[src/design/rsr_cfg.svh]
/*
  Constants for the sense responder: register offsets, field codes and sizes.
  Assumes it is included once per compilation unit by its bare name.
*/
`ifndef RSR_CFG_SVH
`define RSR_CFG_SVH
// Register byte offsets
`define RSR_OFF_CTRL 12'h000
`define RSR_OFF_STAT 12'h004
`define RSR_OFF_SEL 12'h008
`define RSR_OFF_PEEK 12'h00C
// Command block
`define RSR_OPC_SENSE 8'h03
// Sense block sizes and error codes
`define RSR_SENSE_LEN 5'h12
`define RSR_ADD_LEN 8'h0A
`define RSR_ERR_CUR 8'h70
`define RSR_ERR_NONE 8'h00
// Sense keys
`define RSR_KEY_NONE 4'h0
`define RSR_KEY_NRDY 4'h2
`define RSR_KEY_HW 4'h4
`define RSR_KEY_ILL 4'h5
`define RSR_KEY_UATT 4'h6
`define RSR_KEY_ABRT 4'hB
// Wrong unit code pair
`define RSR_ASC_BADLUN 8'h25
`define RSR_ASCQ_BADLUN 8'h00
// Slot of initiators that gave no identifier
`define RSR_SLOT_ANON 4'h8
// Byte positions inside the sense block
`define RSR_B_ERR 5'h00
`define RSR_B_KEY 5'h02
`define RSR_B_ALEN 5'h07
`define RSR_B_ASC 5'h0C
`define RSR_B_ASCQ 5'h0D
`define RSR_B_SKS0 5'h0F
`define RSR_B_SKS1 5'h10
`define RSR_B_SKS2 5'h11
// Control register reset value
`define RSR_CTRL_RST 3'h0
`endif

[src/design/rsr_pkg.sv]
/*
  Types shared by the sense responder.
  Assumes nothing beyond a SystemVerilog compiler.
*/
`default_nettype none
package rsr_pkg;
  // Transfer states, Gray along idle, send, done
  typedef enum logic [1:0] {
    RSR_IDLE = 2'b00,
    RSR_SEND = 2'b01,
    RSR_DONE = 2'b11
  } rsr_state_t;
  // Error classes reported by the command blocks
  typedef enum logic [2:0] {
    RSR_EC_NRDY = 3'h0,
    RSR_EC_HW = 3'h1,
    RSR_EC_ILL = 3'h2,
    RSR_EC_UATT = 3'h3,
    RSR_EC_ABRT = 3'h4
  } rsr_ecls_t;
  typedef logic [3:0] rsr_slot_t;
endpackage
`default_nettype wire

[src/design/rsr_responder.sv]
/*
  Sense responder: per-initiator sense records, the 18-byte sense block,
  truncation to the allocation length and an APB register file.
  Assumes command, error and reset events come as one-cycle pulses from
  logic on pclk, and a byte sink that takes a byte when ready is high.
*/
// Design decisions made here: the APB interface to the registers and the register addresses.
// What this block does
// - Opcode 03h asks for stored sense, length byte4
// - Separate sense record per initiator, eight ids
// - Next command from initiator clears its record
// - Device reset or bus reset clears all
// - Unidentified initiators share one extra slot
// - Check condition leaves valid sense behind
// - Unexpected bus free also leaves sense
// - Wrong unit gives key 5, 25h, 00h
// - No stored error gives key 0, zeros
// - Latest error overwrites stored sense
// - Sense block is exactly 18 bytes
// - Zero allocation length sends nothing
// - Send smaller of allocation and 18
// - Error code 70h if pending, else 0
// - Byte 7 holds constant 0Ah
// - Unsupported fields always read zero
// - Not ready uses key 2
// - Hardware fault uses key 4
// - Illegal request uses key 5
// - Unit attention uses key 6
// - Aborted command uses key 11
// - Key specific valid only for key 5
// - Flag 1 for command, 0 for data
`include "rsr_cfg.svh"
`default_nettype none
module rsr_responder (
  // APB slave
  input wire logic pclk,
  input wire logic presetn,
  input wire logic psel,
  input wire logic penable,
  input wire logic pwrite,
  input wire logic [11:0] paddr,
  input wire logic [31:0] pwdata,
  output logic [31:0] prdata,
  output logic pready,
  output logic pslverr,
  // Command start
  input wire logic cmd_start,
  input wire logic [7:0] cmd_opcode,
  input wire logic [2:0] cmd_lun,
  input wire logic [7:0] cmd_alloc_len,
  input wire logic [2:0] cmd_init_id,
  input wire logic cmd_id_known,
  // Error report for the running command
  input wire logic err_valid,
  input wire rsr_pkg::rsr_ecls_t err_class,
  input wire logic [7:0] err_asc,
  input wire logic [7:0] err_ascq,
  input wire logic err_cd,
  input wire logic err_bpv,
  input wire logic [2:0] err_bit_ptr,
  input wire logic [15:0] err_field_ptr,
  input wire logic bus_free_err,
  // Reset events
  input wire logic bdr_msg,
  input wire logic bus_reset,
  // Sense byte stream
  output logic dout_valid,
  output logic [7:0] dout_byte,
  output logic dout_last,
  input wire logic dout_ready,
  output logic sense_done
);
  import rsr_pkg::*;

  localparam int NSLOT = 9;

  // Sense record store, one entry per slot
  logic [NSLOT-1:0] pend_ff;
  logic [3:0] key_ff [NSLOT];
  logic [7:0] asc_ff [NSLOT];
  logic [7:0] ascq_ff [NSLOT];
  logic [NSLOT-1:0] cd_ff;
  logic [NSLOT-1:0] bpv_ff;
  logic [2:0] bitp_ff [NSLOT];
  logic [15:0] fptr_ff [NSLOT];

  // Snapshot of the record being sent
  logic snap_pend_ff;
  logic [3:0] snap_key_ff;
  logic [7:0] snap_asc_ff;
  logic [7:0] snap_ascq_ff;
  logic snap_cd_ff;
  logic snap_bpv_ff;
  logic [2:0] snap_bitp_ff;
  logic [15:0] snap_fptr_ff;

  rsr_state_t state_ff;
  rsr_state_t nxt_state;
  rsr_slot_t cur_slot_ff;
  logic [4:0] idx_ff;
  logic [4:0] cnt_ff;
  logic dout_valid_ff;
  logic [7:0] dout_byte_ff;
  logic dout_last_ff;
  logic done_ff;
  logic [2:0] unit_ff;
  logic [3:0] sel_ff;
  logic [31:0] prdata_ff;
  logic pready_ff;
  logic pslverr_ff;

  // Slot decode; anonymous initiators share the ninth slot
  wire rsr_slot_t new_slot = cmd_id_known ? {1'b0, cmd_init_id} : `RSR_SLOT_ANON;
  wire is_sense = cmd_start && (cmd_opcode == `RSR_OPC_SENSE);
  wire bad_unit = cmd_lun != unit_ff;
  wire clr_all = bdr_msg || bus_reset;
  wire rec_err = err_valid || bus_free_err;

  // Error class to sense key
  logic [3:0] err_key;
  always_comb
  begin
    case (err_class)
      RSR_EC_NRDY: err_key = `RSR_KEY_NRDY;
      RSR_EC_HW: err_key = `RSR_KEY_HW;
      RSR_EC_ILL: err_key = `RSR_KEY_ILL;
      RSR_EC_UATT: err_key = `RSR_KEY_UATT;
      RSR_EC_ABRT: err_key = `RSR_KEY_ABRT;
      default: err_key = `RSR_KEY_ABRT;
    endcase
  end
  // A dropped bus forces an abort entry, no key-specific data
  wire [3:0] w_key = bus_free_err ? `RSR_KEY_ABRT : err_key;
  wire [7:0] w_asc = bus_free_err ? 8'h00 : err_asc;
  wire [7:0] w_ascq = bus_free_err ? 8'h00 : err_ascq;

  // Allocation cut to the 18 bytes on hand
  wire [4:0] alloc_cut = (cmd_alloc_len < {3'h0, `RSR_SENSE_LEN}) ?
    cmd_alloc_len[4:0] : `RSR_SENSE_LEN;

  // Record store: clears first, then a new error, so the set wins
  always_ff @(posedge pclk or negedge presetn)
  begin
    if (!presetn)
    begin
      pend_ff <= '0;
      cd_ff <= '0;
      bpv_ff <= '0;
      for (int i = 0; i < NSLOT; i++)
      begin
        key_ff[i] <= `RSR_KEY_NONE;
        asc_ff[i] <= 8'h00;
        ascq_ff[i] <= 8'h00;
        bitp_ff[i] <= 3'h0;
        fptr_ff[i] <= 16'h0000;
      end
    end
    else
    begin
      if (clr_all)
        pend_ff <= '0;
      else if (cmd_start)
        pend_ff[new_slot] <= 1'b0;
      if (rec_err)
      begin
        // Later errors simply overwrite the entry
        pend_ff[cur_slot_ff] <= 1'b1;
        key_ff[cur_slot_ff] <= w_key;
        asc_ff[cur_slot_ff] <= w_asc;
        ascq_ff[cur_slot_ff] <= w_ascq;
        cd_ff[cur_slot_ff] <= err_cd && !bus_free_err;
        bpv_ff[cur_slot_ff] <= err_bpv && !bus_free_err;
        bitp_ff[cur_slot_ff] <= err_bit_ptr;
        fptr_ff[cur_slot_ff] <= err_field_ptr;
      end
    end
  end

  // Current command owner; errors land in its slot
  always_ff @(posedge pclk or negedge presetn)
  begin
    if (!presetn)
      cur_slot_ff <= 4'h0;
    else if (cmd_start)
      cur_slot_ff <= new_slot;
  end

  // Snapshot taken before the request clears the record
  always_ff @(posedge pclk or negedge presetn)
  begin
    if (!presetn)
    begin
      snap_pend_ff <= 1'b0;
      snap_key_ff <= `RSR_KEY_NONE;
      snap_asc_ff <= 8'h00;
      snap_ascq_ff <= 8'h00;
      snap_cd_ff <= 1'b0;
      snap_bpv_ff <= 1'b0;
      snap_bitp_ff <= 3'h0;
      snap_fptr_ff <= 16'h0000;
    end
    else if (is_sense && state_ff == RSR_IDLE)
    begin
      if (bad_unit)
      begin
        snap_pend_ff <= 1'b1;
        snap_key_ff <= `RSR_KEY_ILL;
        snap_asc_ff <= `RSR_ASC_BADLUN;
        snap_ascq_ff <= `RSR_ASCQ_BADLUN;
        snap_cd_ff <= 1'b0;
        snap_bpv_ff <= 1'b0;
        snap_bitp_ff <= 3'h0;
        snap_fptr_ff <= 16'h0000;
      end
      else
      begin
        snap_pend_ff <= pend_ff[new_slot] && !clr_all;
        snap_key_ff <= key_ff[new_slot];
        snap_asc_ff <= asc_ff[new_slot];
        snap_ascq_ff <= ascq_ff[new_slot];
        snap_cd_ff <= cd_ff[new_slot];
        snap_bpv_ff <= bpv_ff[new_slot];
        snap_bitp_ff <= bitp_ff[new_slot];
        snap_fptr_ff <= fptr_ff[new_slot];
      end
    end
  end

  // Sense block byte for a position; everything unlisted is zero
  wire [3:0] s_key = snap_pend_ff ? snap_key_ff : `RSR_KEY_NONE;
  wire [7:0] s_asc = snap_pend_ff ? snap_asc_ff : 8'h00;
  wire [7:0] s_ascq = snap_pend_ff ? snap_ascq_ff : 8'h00;
  wire s_sksv = snap_pend_ff && (snap_key_ff == `RSR_KEY_ILL);
  wire [7:0] s_sks0 = s_sksv ?
    {1'b1, snap_cd_ff, 2'b00, snap_bpv_ff, snap_bitp_ff} : 8'h00;
  wire [7:0] s_sks1 = s_sksv ? snap_fptr_ff[15:8] : 8'h00;
  wire [7:0] s_sks2 = s_sksv ? snap_fptr_ff[7:0] : 8'h00;

  function automatic logic [7:0] sense_byte(input logic [4:0] pos, input logic [3:0] key,
    input logic [7:0] asc, input logic [7:0] ascq, input logic pend,
    input logic [7:0] b15, input logic [7:0] b16, input logic [7:0] b17);
    logic [7:0] b;
    b = 8'h00;
    case (pos)
      `RSR_B_ERR: b = pend ? `RSR_ERR_CUR : `RSR_ERR_NONE;
      `RSR_B_KEY: b = {4'h0, key};
      `RSR_B_ALEN: b = `RSR_ADD_LEN;
      `RSR_B_ASC: b = asc;
      `RSR_B_ASCQ: b = ascq;
      `RSR_B_SKS0: b = b15;
      `RSR_B_SKS1: b = b16;
      `RSR_B_SKS2: b = b17;
      default: b = 8'h00;
    endcase
    return b;
  endfunction

  wire [4:0] idx_nxt = idx_ff + 5'h01;
  wire [7:0] byte_at_nxt = sense_byte(idx_nxt, s_key, s_asc, s_ascq, snap_pend_ff,
    s_sks0, s_sks1, s_sks2);
  wire [7:0] byte_first = sense_byte(`RSR_B_ERR, s_key, s_asc, s_ascq, snap_pend_ff,
    s_sks0, s_sks1, s_sks2);
  wire take = dout_valid_ff && dout_ready;
  wire last_take = take && dout_last_ff;

  // Transfer sequencer
  always_comb
  begin
    nxt_state = state_ff;
    case (state_ff)
      RSR_IDLE:
        if (is_sense)
          nxt_state = (alloc_cut == 5'h00) ? RSR_DONE : RSR_SEND;
      RSR_SEND:
        if (last_take)
          nxt_state = RSR_DONE;
      RSR_DONE:
        nxt_state = RSR_IDLE;
      default:
        nxt_state = RSR_IDLE;
    endcase
  end

  always_ff @(posedge pclk or negedge presetn)
  begin
    if (!presetn)
      state_ff <= RSR_IDLE;
    else
      state_ff <= nxt_state;
  end

  // Byte counter and length latched at request
  always_ff @(posedge pclk or negedge presetn)
  begin
    if (!presetn)
    begin
      idx_ff <= 5'h00;
      cnt_ff <= 5'h00;
    end
    else if (state_ff == RSR_IDLE && is_sense)
    begin
      idx_ff <= 5'h00;
      cnt_ff <= alloc_cut;
    end
    else if (take)
      idx_ff <= idx_nxt;
  end

  // Output stream; first byte loads one cycle after the snapshot
  always_ff @(posedge pclk or negedge presetn)
  begin
    if (!presetn)
    begin
      dout_valid_ff <= 1'b0;
      dout_byte_ff <= 8'h00;
      dout_last_ff <= 1'b0;
    end
    else if (state_ff == RSR_SEND && !dout_valid_ff && idx_ff == 5'h00)
    begin
      dout_valid_ff <= 1'b1;
      dout_byte_ff <= byte_first;
      dout_last_ff <= cnt_ff == 5'h01;
    end
    else if (take)
    begin
      dout_valid_ff <= !dout_last_ff;
      dout_byte_ff <= dout_last_ff ? 8'h00 : byte_at_nxt;
      dout_last_ff <= !dout_last_ff && (idx_nxt + 5'h01 == cnt_ff);
    end
  end

  // One-cycle completion pulse
  always_ff @(posedge pclk or negedge presetn)
  begin
    if (!presetn)
      done_ff <= 1'b0;
    else
      done_ff <= nxt_state == RSR_DONE && state_ff != RSR_DONE;
  end

  // APB decode
  wire apb_acc = psel && penable && !pready_ff;
  wire hit_ctrl = paddr == `RSR_OFF_CTRL;
  wire hit_stat = paddr == `RSR_OFF_STAT;
  wire hit_sel = paddr == `RSR_OFF_SEL;
  wire hit_peek = paddr == `RSR_OFF_PEEK;
  wire hit_any = hit_ctrl || hit_stat || hit_sel || hit_peek;
  wire [3:0] peek_slot = (sel_ff > `RSR_SLOT_ANON) ? `RSR_SLOT_ANON : sel_ff;
  wire [31:0] rd_mux = hit_ctrl ? {29'h0, unit_ff} :
    hit_stat ? {21'h0, pend_ff, state_ff} :
    hit_sel ? {28'h0, sel_ff} :
    hit_peek ? {11'h0, pend_ff[peek_slot], ascq_ff[peek_slot],
      asc_ff[peek_slot], key_ff[peek_slot]} : 32'h0;

  // Registers; one wait state so every answer comes from a flop
  always_ff @(posedge pclk or negedge presetn)
  begin
    if (!presetn)
    begin
      unit_ff <= `RSR_CTRL_RST;
      sel_ff <= 4'h0;
      prdata_ff <= 32'h0;
      pready_ff <= 1'b0;
      pslverr_ff <= 1'b0;
    end
    else
    begin
      pready_ff <= apb_acc;
      pslverr_ff <= apb_acc && !hit_any;
      prdata_ff <= (apb_acc && !pwrite) ? rd_mux : 32'h0;
      if (apb_acc && pwrite && hit_ctrl)
        unit_ff <= pwdata[2:0];
      if (apb_acc && pwrite && hit_sel)
        sel_ff <= pwdata[3:0];
    end
  end

  assign prdata = prdata_ff;
  assign pready = pready_ff;
  assign pslverr = pslverr_ff;
  assign dout_valid = dout_valid_ff;
  assign dout_byte = dout_byte_ff;
  assign dout_last = dout_last_ff;
  assign sense_done = done_ff;
endmodule
`default_nettype wire

[config.mk]
export PLATFORM = sky130hd
export DESIGN_NAME = rsr_responder
export DESIGN_NICKNAME = d
export VERILOG_FILES = /design/src/design/rsr_pkg.sv /design/src/design/rsr_responder.sv
export VERILOG_INCLUDE_DIRS = /design/src /design/src/design
export SDC_FILE = /design/constraint.sdc
export NUM_CORES = 1
export LEC_CHECK = 0
export CORE_AREA = 2 2 144 286
export DETAILED_ROUTE_END_ITERATION = 10
export DIE_AREA = 0 0 146 288
export DONT_BUFFER_PORTS = 1
export GPL_ROUTABILITY_DRIVEN = 0
export PLACE_DENSITY = 0.75
export SYNTH_ARGS = -nofsm -noshare
export SYNTH_HDL_FRONTEND = slang
export SYNTH_SLANG_ARGS = --single-unit
[constraint.sdc]
create_clock -name pclk -period 2.15 [get_ports pclk]
set_input_delay 0.215 -clock pclk [delete_from_list [all_inputs] [get_ports pclk]]
set_output_delay 0.215 -clock pclk [all_outputs]
set_load 0.02 [all_outputs]
Yosys cells after proc, flatten, opt, wreduce, memory -nomap -nowiden:

Index checks and enable logic that the tools add are counted.

* input bits: 118
* output and inout port bits: 45
* logic and storage cells: 246
* register bits after elaboration: 477

* multiplexer cells: 95
* equal/unequal tests: 21
* add/subtract/negate cells: 2
* reductions and logical operators: 42
* magnitude comparators: 11
* bitwise logic cells: 6

Operator list (number)
* $mux 8: 21
* $bwmux 144: 1
* $bwmux 72: 2
* $bmux 8 s4: 4
* $mux 21: 5
* $bmux 16 s4: 1
* $demux 16 s4: 1
* $mux 16: 4
* $pmux 8 s8: 1
* $mux 4: 10
* $bwmux 36: 1
* $bmux 4 s4: 2
* $demux 8 s4: 1
* $bwmux 27: 1
* $mux 9: 3
* $eq 12x4->1 const B: 2
* $logic_and 1x1->1: 22
* $bwmux 9: 2
* $bmux 1 s4: 4
* $demux 4 s4: 1
* $pmux 4 s4: 1
* $eq 5x4->1 const B: 3
* $ge 5x5->1 const B: 3
* $logic_not 5->1: 3
* other kinds (39): 78

Depth between registers and ports, before layout:

* word-level depth: 11
* gate-level depth with buffers: 12
* depth with buffers taken out: 11

Least setup slack after synthesis:

No wires, ideal clock.

* kind: register to register
* start: reg idx_ff[1]
* end: reg dout_last_ff (netlist: dout_last)
* library setup time: 78 ps
* required time: 2072 ps
* setup slack: 82 ps
* path buffers: 1
* arrival: 1991 ps
* stages on the path, launching flop included: 11
* clock period less this slack: 2068 ps
* cell sequence: dfrtp_1 -> ha_1 -> buf_2 -> nand3_1 -> xor2_1 -> ha_1 -> xor2_1 -> nand3_1 -> nor3_1 -> a221oi_1 -> a21oi_1

* longest elaborated chain between the ends: 6
* elaborated cells between the ends (all ways): 9
* those cells by class: add/sub: 2; eq/ne: 1; mux: 2; reduce/logical: 4

Ends and longest elaborated chain
* start, declared: RTL line rsr_responder.sv:100 `logic [4:0] idx_ff;`
* start signal, assigned: RTL line rsr_responder.sv:306 `idx_ff <= idx_nxt;`
* $add 5x1->5: RTL line rsr_responder.sv:258 `wire [4:0] idx_nxt = idx_ff + 5'h01;`
* $add 5x1->5: RTL line rsr_responder.sv:328 `dout_last_ff <= !dout_last_ff && (idx_nxt + 5'h01 == cnt_ff);`
* $eq 5x5->1: RTL line rsr_responder.sv:328
* $logic_and 1x1->1: RTL line rsr_responder.sv:328
* $mux 1: RTL line rsr_responder.sv:324 `else if (take)`
* $mux 1: RTL line rsr_responder.sv:318 `else if (state_ff == RSR_SEND && !dout_valid_ff && idx_ff == 5'h00)`
* end signal, assigned: RTL line rsr_responder.sv:328
* end, declared: RTL line rsr_responder.sv:104 `logic dout_last_ff;`

Parallel ways exist; a longest one is shown, timed or not. The select of a mux whose other input is x is not followed.
A chain may end at the register's enable or synchronous reset.

Final worst setup path:

* start: reg idx_ff[1]
* end: reg dout_byte_ff[6] (netlist: dout_byte[6])

* longest elaborated chain between the ends: 6
* elaborated cells between the ends (all ways): 16
* those cells by class: add/sub: 1; eq/ne: 7; mux: 4; reduce/logical: 4

Ends and longest elaborated chain
* $add 5x1->5: RTL line rsr_responder.sv:258
* $eq 5x5->1, or another cell as far along: RTL line rsr_responder.sv:244 `case (pos)`
* $pmux 8 s8: RTL line rsr_responder.sv:244
* $mux 8: RTL line rsr_responder.sv:327 `dout_byte_ff <= dout_last_ff ? 8'h00 : byte_at_nxt;`
* $mux 8: RTL line rsr_responder.sv:324
* $mux 8: RTL line rsr_responder.sv:318
* end signal, assigned: RTL line rsr_responder.sv:321 `dout_byte_ff <= byte_first;`
* end signal, assigned: RTL line rsr_responder.sv:327
* end, declared: RTL line rsr_responder.sv:103 `logic [7:0] dout_byte_ff;`

Parallel ways exist; a longest one is shown, timed or not. The select of a mux whose other input is x is not followed.

==> results.yml <==
timing:
  fin_crit_ps: 2190
  fin_crit_sh: 1.02
  max_slew_margin: -0.507
  maxSlewViolCount: 366
  fin_worst_skew_ps: 12.0
  fin_ws_ps: -43.3
  tightest_slew_ps: 2260
  max_freq_mhz: 456
  grt_setup_unrepaired: "true"
  finalHoldViolCount: 477
  setup_viol: 1
  hold_slack_ps: -640
placement:
  place_area_mm2: 0.0236
  dp_hpwl_um: 38900
  port_buffers: 0
worst_setup_path:
  crit_start: "idx_ff[1]$_DFFE_PN0P_"
  r2r-end: "dout_byte[6]$_DFFE_PN0P_"
  worstPathRequired_ps: 2590
  crit_arrival_ps: 2630
  reg2reg_slack_ps: -40
  regToRegStartpoint: "idx_ff[1]$_DFFE_PN0P_"
  startpoint_type: "flop"
  cp_max_fo: 9
  reg2regPathDepth: 12
  cp-endpoint: "dout_byte[6]$_DFFE_PN0P_"
  end_kind: "flop"
  path_class: "reg -> reg"
synthesis:
  yosysSeqAreaShare: 0.524
  async_flop_share: 1.00
  synth_edf_count: 0
  syn_area_per_cell_um2: 11.0
  synth-seq-cells: 477
  yosysWarnings: 0
  yosys_most_used_dff: "dfrtp_1"
  synth.distinct_cells: 68
  netlist_area_mm2: 0.0228
  synthCells: 2065
cts:
  cts_buffer_depth: 3
  cts_hold_buf: 53
  cts_tree: "yes"
  tritoncts_num_sinks: 477
  clk_pin_slew_ps: 70
  cts_buffers: 41
  htree_levels: 2
  clk_latency_ps: 570
  cts_root_buf: "clkbuf_16"
drt:
  viasPerCell: 6.52
  drc: 0
  routed_wirelength_um: 67400
  ant_nets: 0
  dr.pass1.iters: 8
  post_drt_wl_per_cell_um: 25.3
  detail_route.iter0.violations: 1353
  vias: 17300
cells_and_area:
  nets: 2218
  post_route_cells_drive_above_1_share: 0.209
  areaGrowthSynthToFinish_pct: 12.7
  finalInstanceArea_mm2: 0.0257
  mostFrequentLayoutCells: "475 x dfrtp_1, 306 x nand2_1, 256 x o21ai_0, 166 x mux2_2, 95 x nor2_1"
  layout_commonest_cell: "dfrtp_1"
floorplan:
  die_h_um: 288
  rows: 104
  ios: 163
  start_util: 0.568
  die-area_mm2: 0.0420
  core_region_area_mm2: 0.0401
  die_w_um: 146
global_route:
  grt_start_max_net_pins: 478
  antenna_found_initial: 2
  grt_pass1_vias: 18000
  track_usage: 0.319
  gr-total-overflow: 0
  grt_first_pass_wirelength_um: 103000
power_and_ir_drop:
  power_per_cell_area_mw_per_mm2: 984
  ir_drop_mv: 0.551
  finalPower_mw: 25.3
  leakagePower_nw: 11.2
job:
  maxCapViolCount: 0
status:
  violations: "negative hold slack, max-slew violations, negative setup slack"
  status: "finished, violations left"
worst_hold_path:
  hold_class: "in -> async"
==> synthesized netlist by cell type, types with 10 or more instances <==
| library cell | instances | area (um^2) |
|---|---|---|
| xnor2_1 | 16 | 140 |
| nand3_1 | 17 | 85.1 |
| nand2b_1 | 25 | 156 |
| clkbuf_1 | 89 | 334 |
| buf_2 | 42 | 210 |
| o211ai_1 | 10 | 75.1 |
| nand2_1 | 313 | 1170 |
| a22oi_1 | 25 | 188 |
| inv_1 | 22 | 82.6 |
| dfrtp_1 | 477 | 11900 |
| a211oi_1 | 31 | 233 |
| buf_4 | 19 | 143 |
| a221oi_1 | 27 | 236 |
| o21a_1 | 14 | 105 |
| nor3_1 | 17 | 85.1 |
| a21oi_1 | 79 | 395 |
| o221ai_1 | 32 | 280 |
| nor2_1 | 98 | 368 |
| o21ai_0 | 260 | 1300 |
| mux2_4 | 15 | 225 |
| mux2i_1 | 76 | 761 |
| o21ai_1 | 16 | 80.1 |
| mux2_2 | 166 | 1870 |
| mux4_2 | 60 | 1350 |
==> layout make-up <==
cell class / count / area (um^2)
Antenna cell: 2 / 5.00
Sequential cell: 477 / 11900
Tap cell: 530 / 663
Timing Repair Buffer: 140 / 1460
Fill cell: 3075 / 14400
Clock inverter: 13 / 106
Inverter: 23 / 86.3
Multi-Input combinational cell: 1411 / 10100
Clock buffer: 63 / 1280
==> power breakdown <==
group	internal, mW	switching (mW)	total [mW]	leakage (nW)
logic	2.76	2.44	5.19	4.38
clock network	4.14	3.48	7.63	0.680
registers	11.0	1.44	12.5	6.15
==> sequential cells by signal, indices dropped and copies added (netlist names), 5 cells and up <==
signal        count
snap_asc_ff       8
key_ff           36
snap_ascq_ff      8
bitp_ff          27
pend_ff           9
prdata           21
asc_ff           72
ascq_ff          72
dout_byte         8
fptr_ff         144
bpv_ff            9
snap_fptr_ff     16
cnt_ff            5
idx_ff            5
cd_ff             9
==> how the worst min path moves through the flow <==
stage                  from                     end  slack, ps  depth (start not counted)
floorplan           presetn   asc_ff[0]$_DFFE_PN0P_        -80                          0
global placement    presetn  asc_ff[61]$_DFFE_PN0P_        -50                          0
detailed placement  presetn  asc_ff[69]$_DFFE_PN0P_        -60                          0
CTS                 presetn  asc_ff[69]$_DFFE_PN0P_       -650                          0
global route        presetn  asc_ff[69]$_DFFE_PN0P_       -650                          0
finish              presetn  asc_ff[69]$_DFFE_PN0P_       -640                          0
==> through the flow <==
stage / setup TNS [ps] / utilization / cells / worst slack (ps)
3_5_place_dp: 0 / 0.589 / 2523 / 5.78
5_1_grt: -284 / 0.641 / 2658 / -95.0
4_1_cts: 0 / 0.637 / 2652 / 3.61
3_3_place_gp: 0 / 0.589 / 2523 / 30.9
2_1_floorplan: 0 / - / 2075 / 81.6
6_report: -43.3 / 0.641 / 2659 / -43.3
==> cells by family after synthesis <==
| family | after synthesis | share of synthesized area |
|---|---|---|
| AO/OA/AOI/OAI | 541 | 0.144 |
| multiplexers | 318 | 0.185 |
| other | 1 | 0.000165 |
| XOR/XNOR | 21 | 0.00807 |
| AND/OR/NAND/NOR | 514 | 0.0962 |
| buffers and inverters | 187 | 0.0389 |
| adder cells (fa/ha/maj) | 6 | 0.00330 |
| flip-flops | 477 | 0.524 |
==> routing by layer <==
metal / global-route usage / vias to the layer above / wire (um)
li1: - / 7472 / -
met4: 0.245 / 0 / 6060
met3: 0.0552 / 295 / 4840
met5: 0 / - / 0
met2: 0.550 / 859 / 33400
met1: 0.351 / 8700 / 23100
==> critical path, stage by stage (launching register included) <==
cell and delay [ps]:
dfrtp_1 420, buf_6 160, nand2_2 90, xnor2_2 160, nand3_1 100, a21boi_1 70, ha_2 210, nand2_1 70
o21ai_1 70, a21oi_1 200, o21ai_2 120, a221oi_2 280, o211ai_1 120
==> what timing repair did <==
| item | CTS | global route |
|---|---|---|
| buffers inserted | 0 | 4 |
| pin swaps | 0 | 6 |
| endpoints found under the hold margin | 733 | 477 |
| gates cloned | 0 | 1 |
| gates resized for setup | 5 | 24 |
| endpoints found under the setup margin | 6 | 16 |
(Power assumes the default switching activity.)
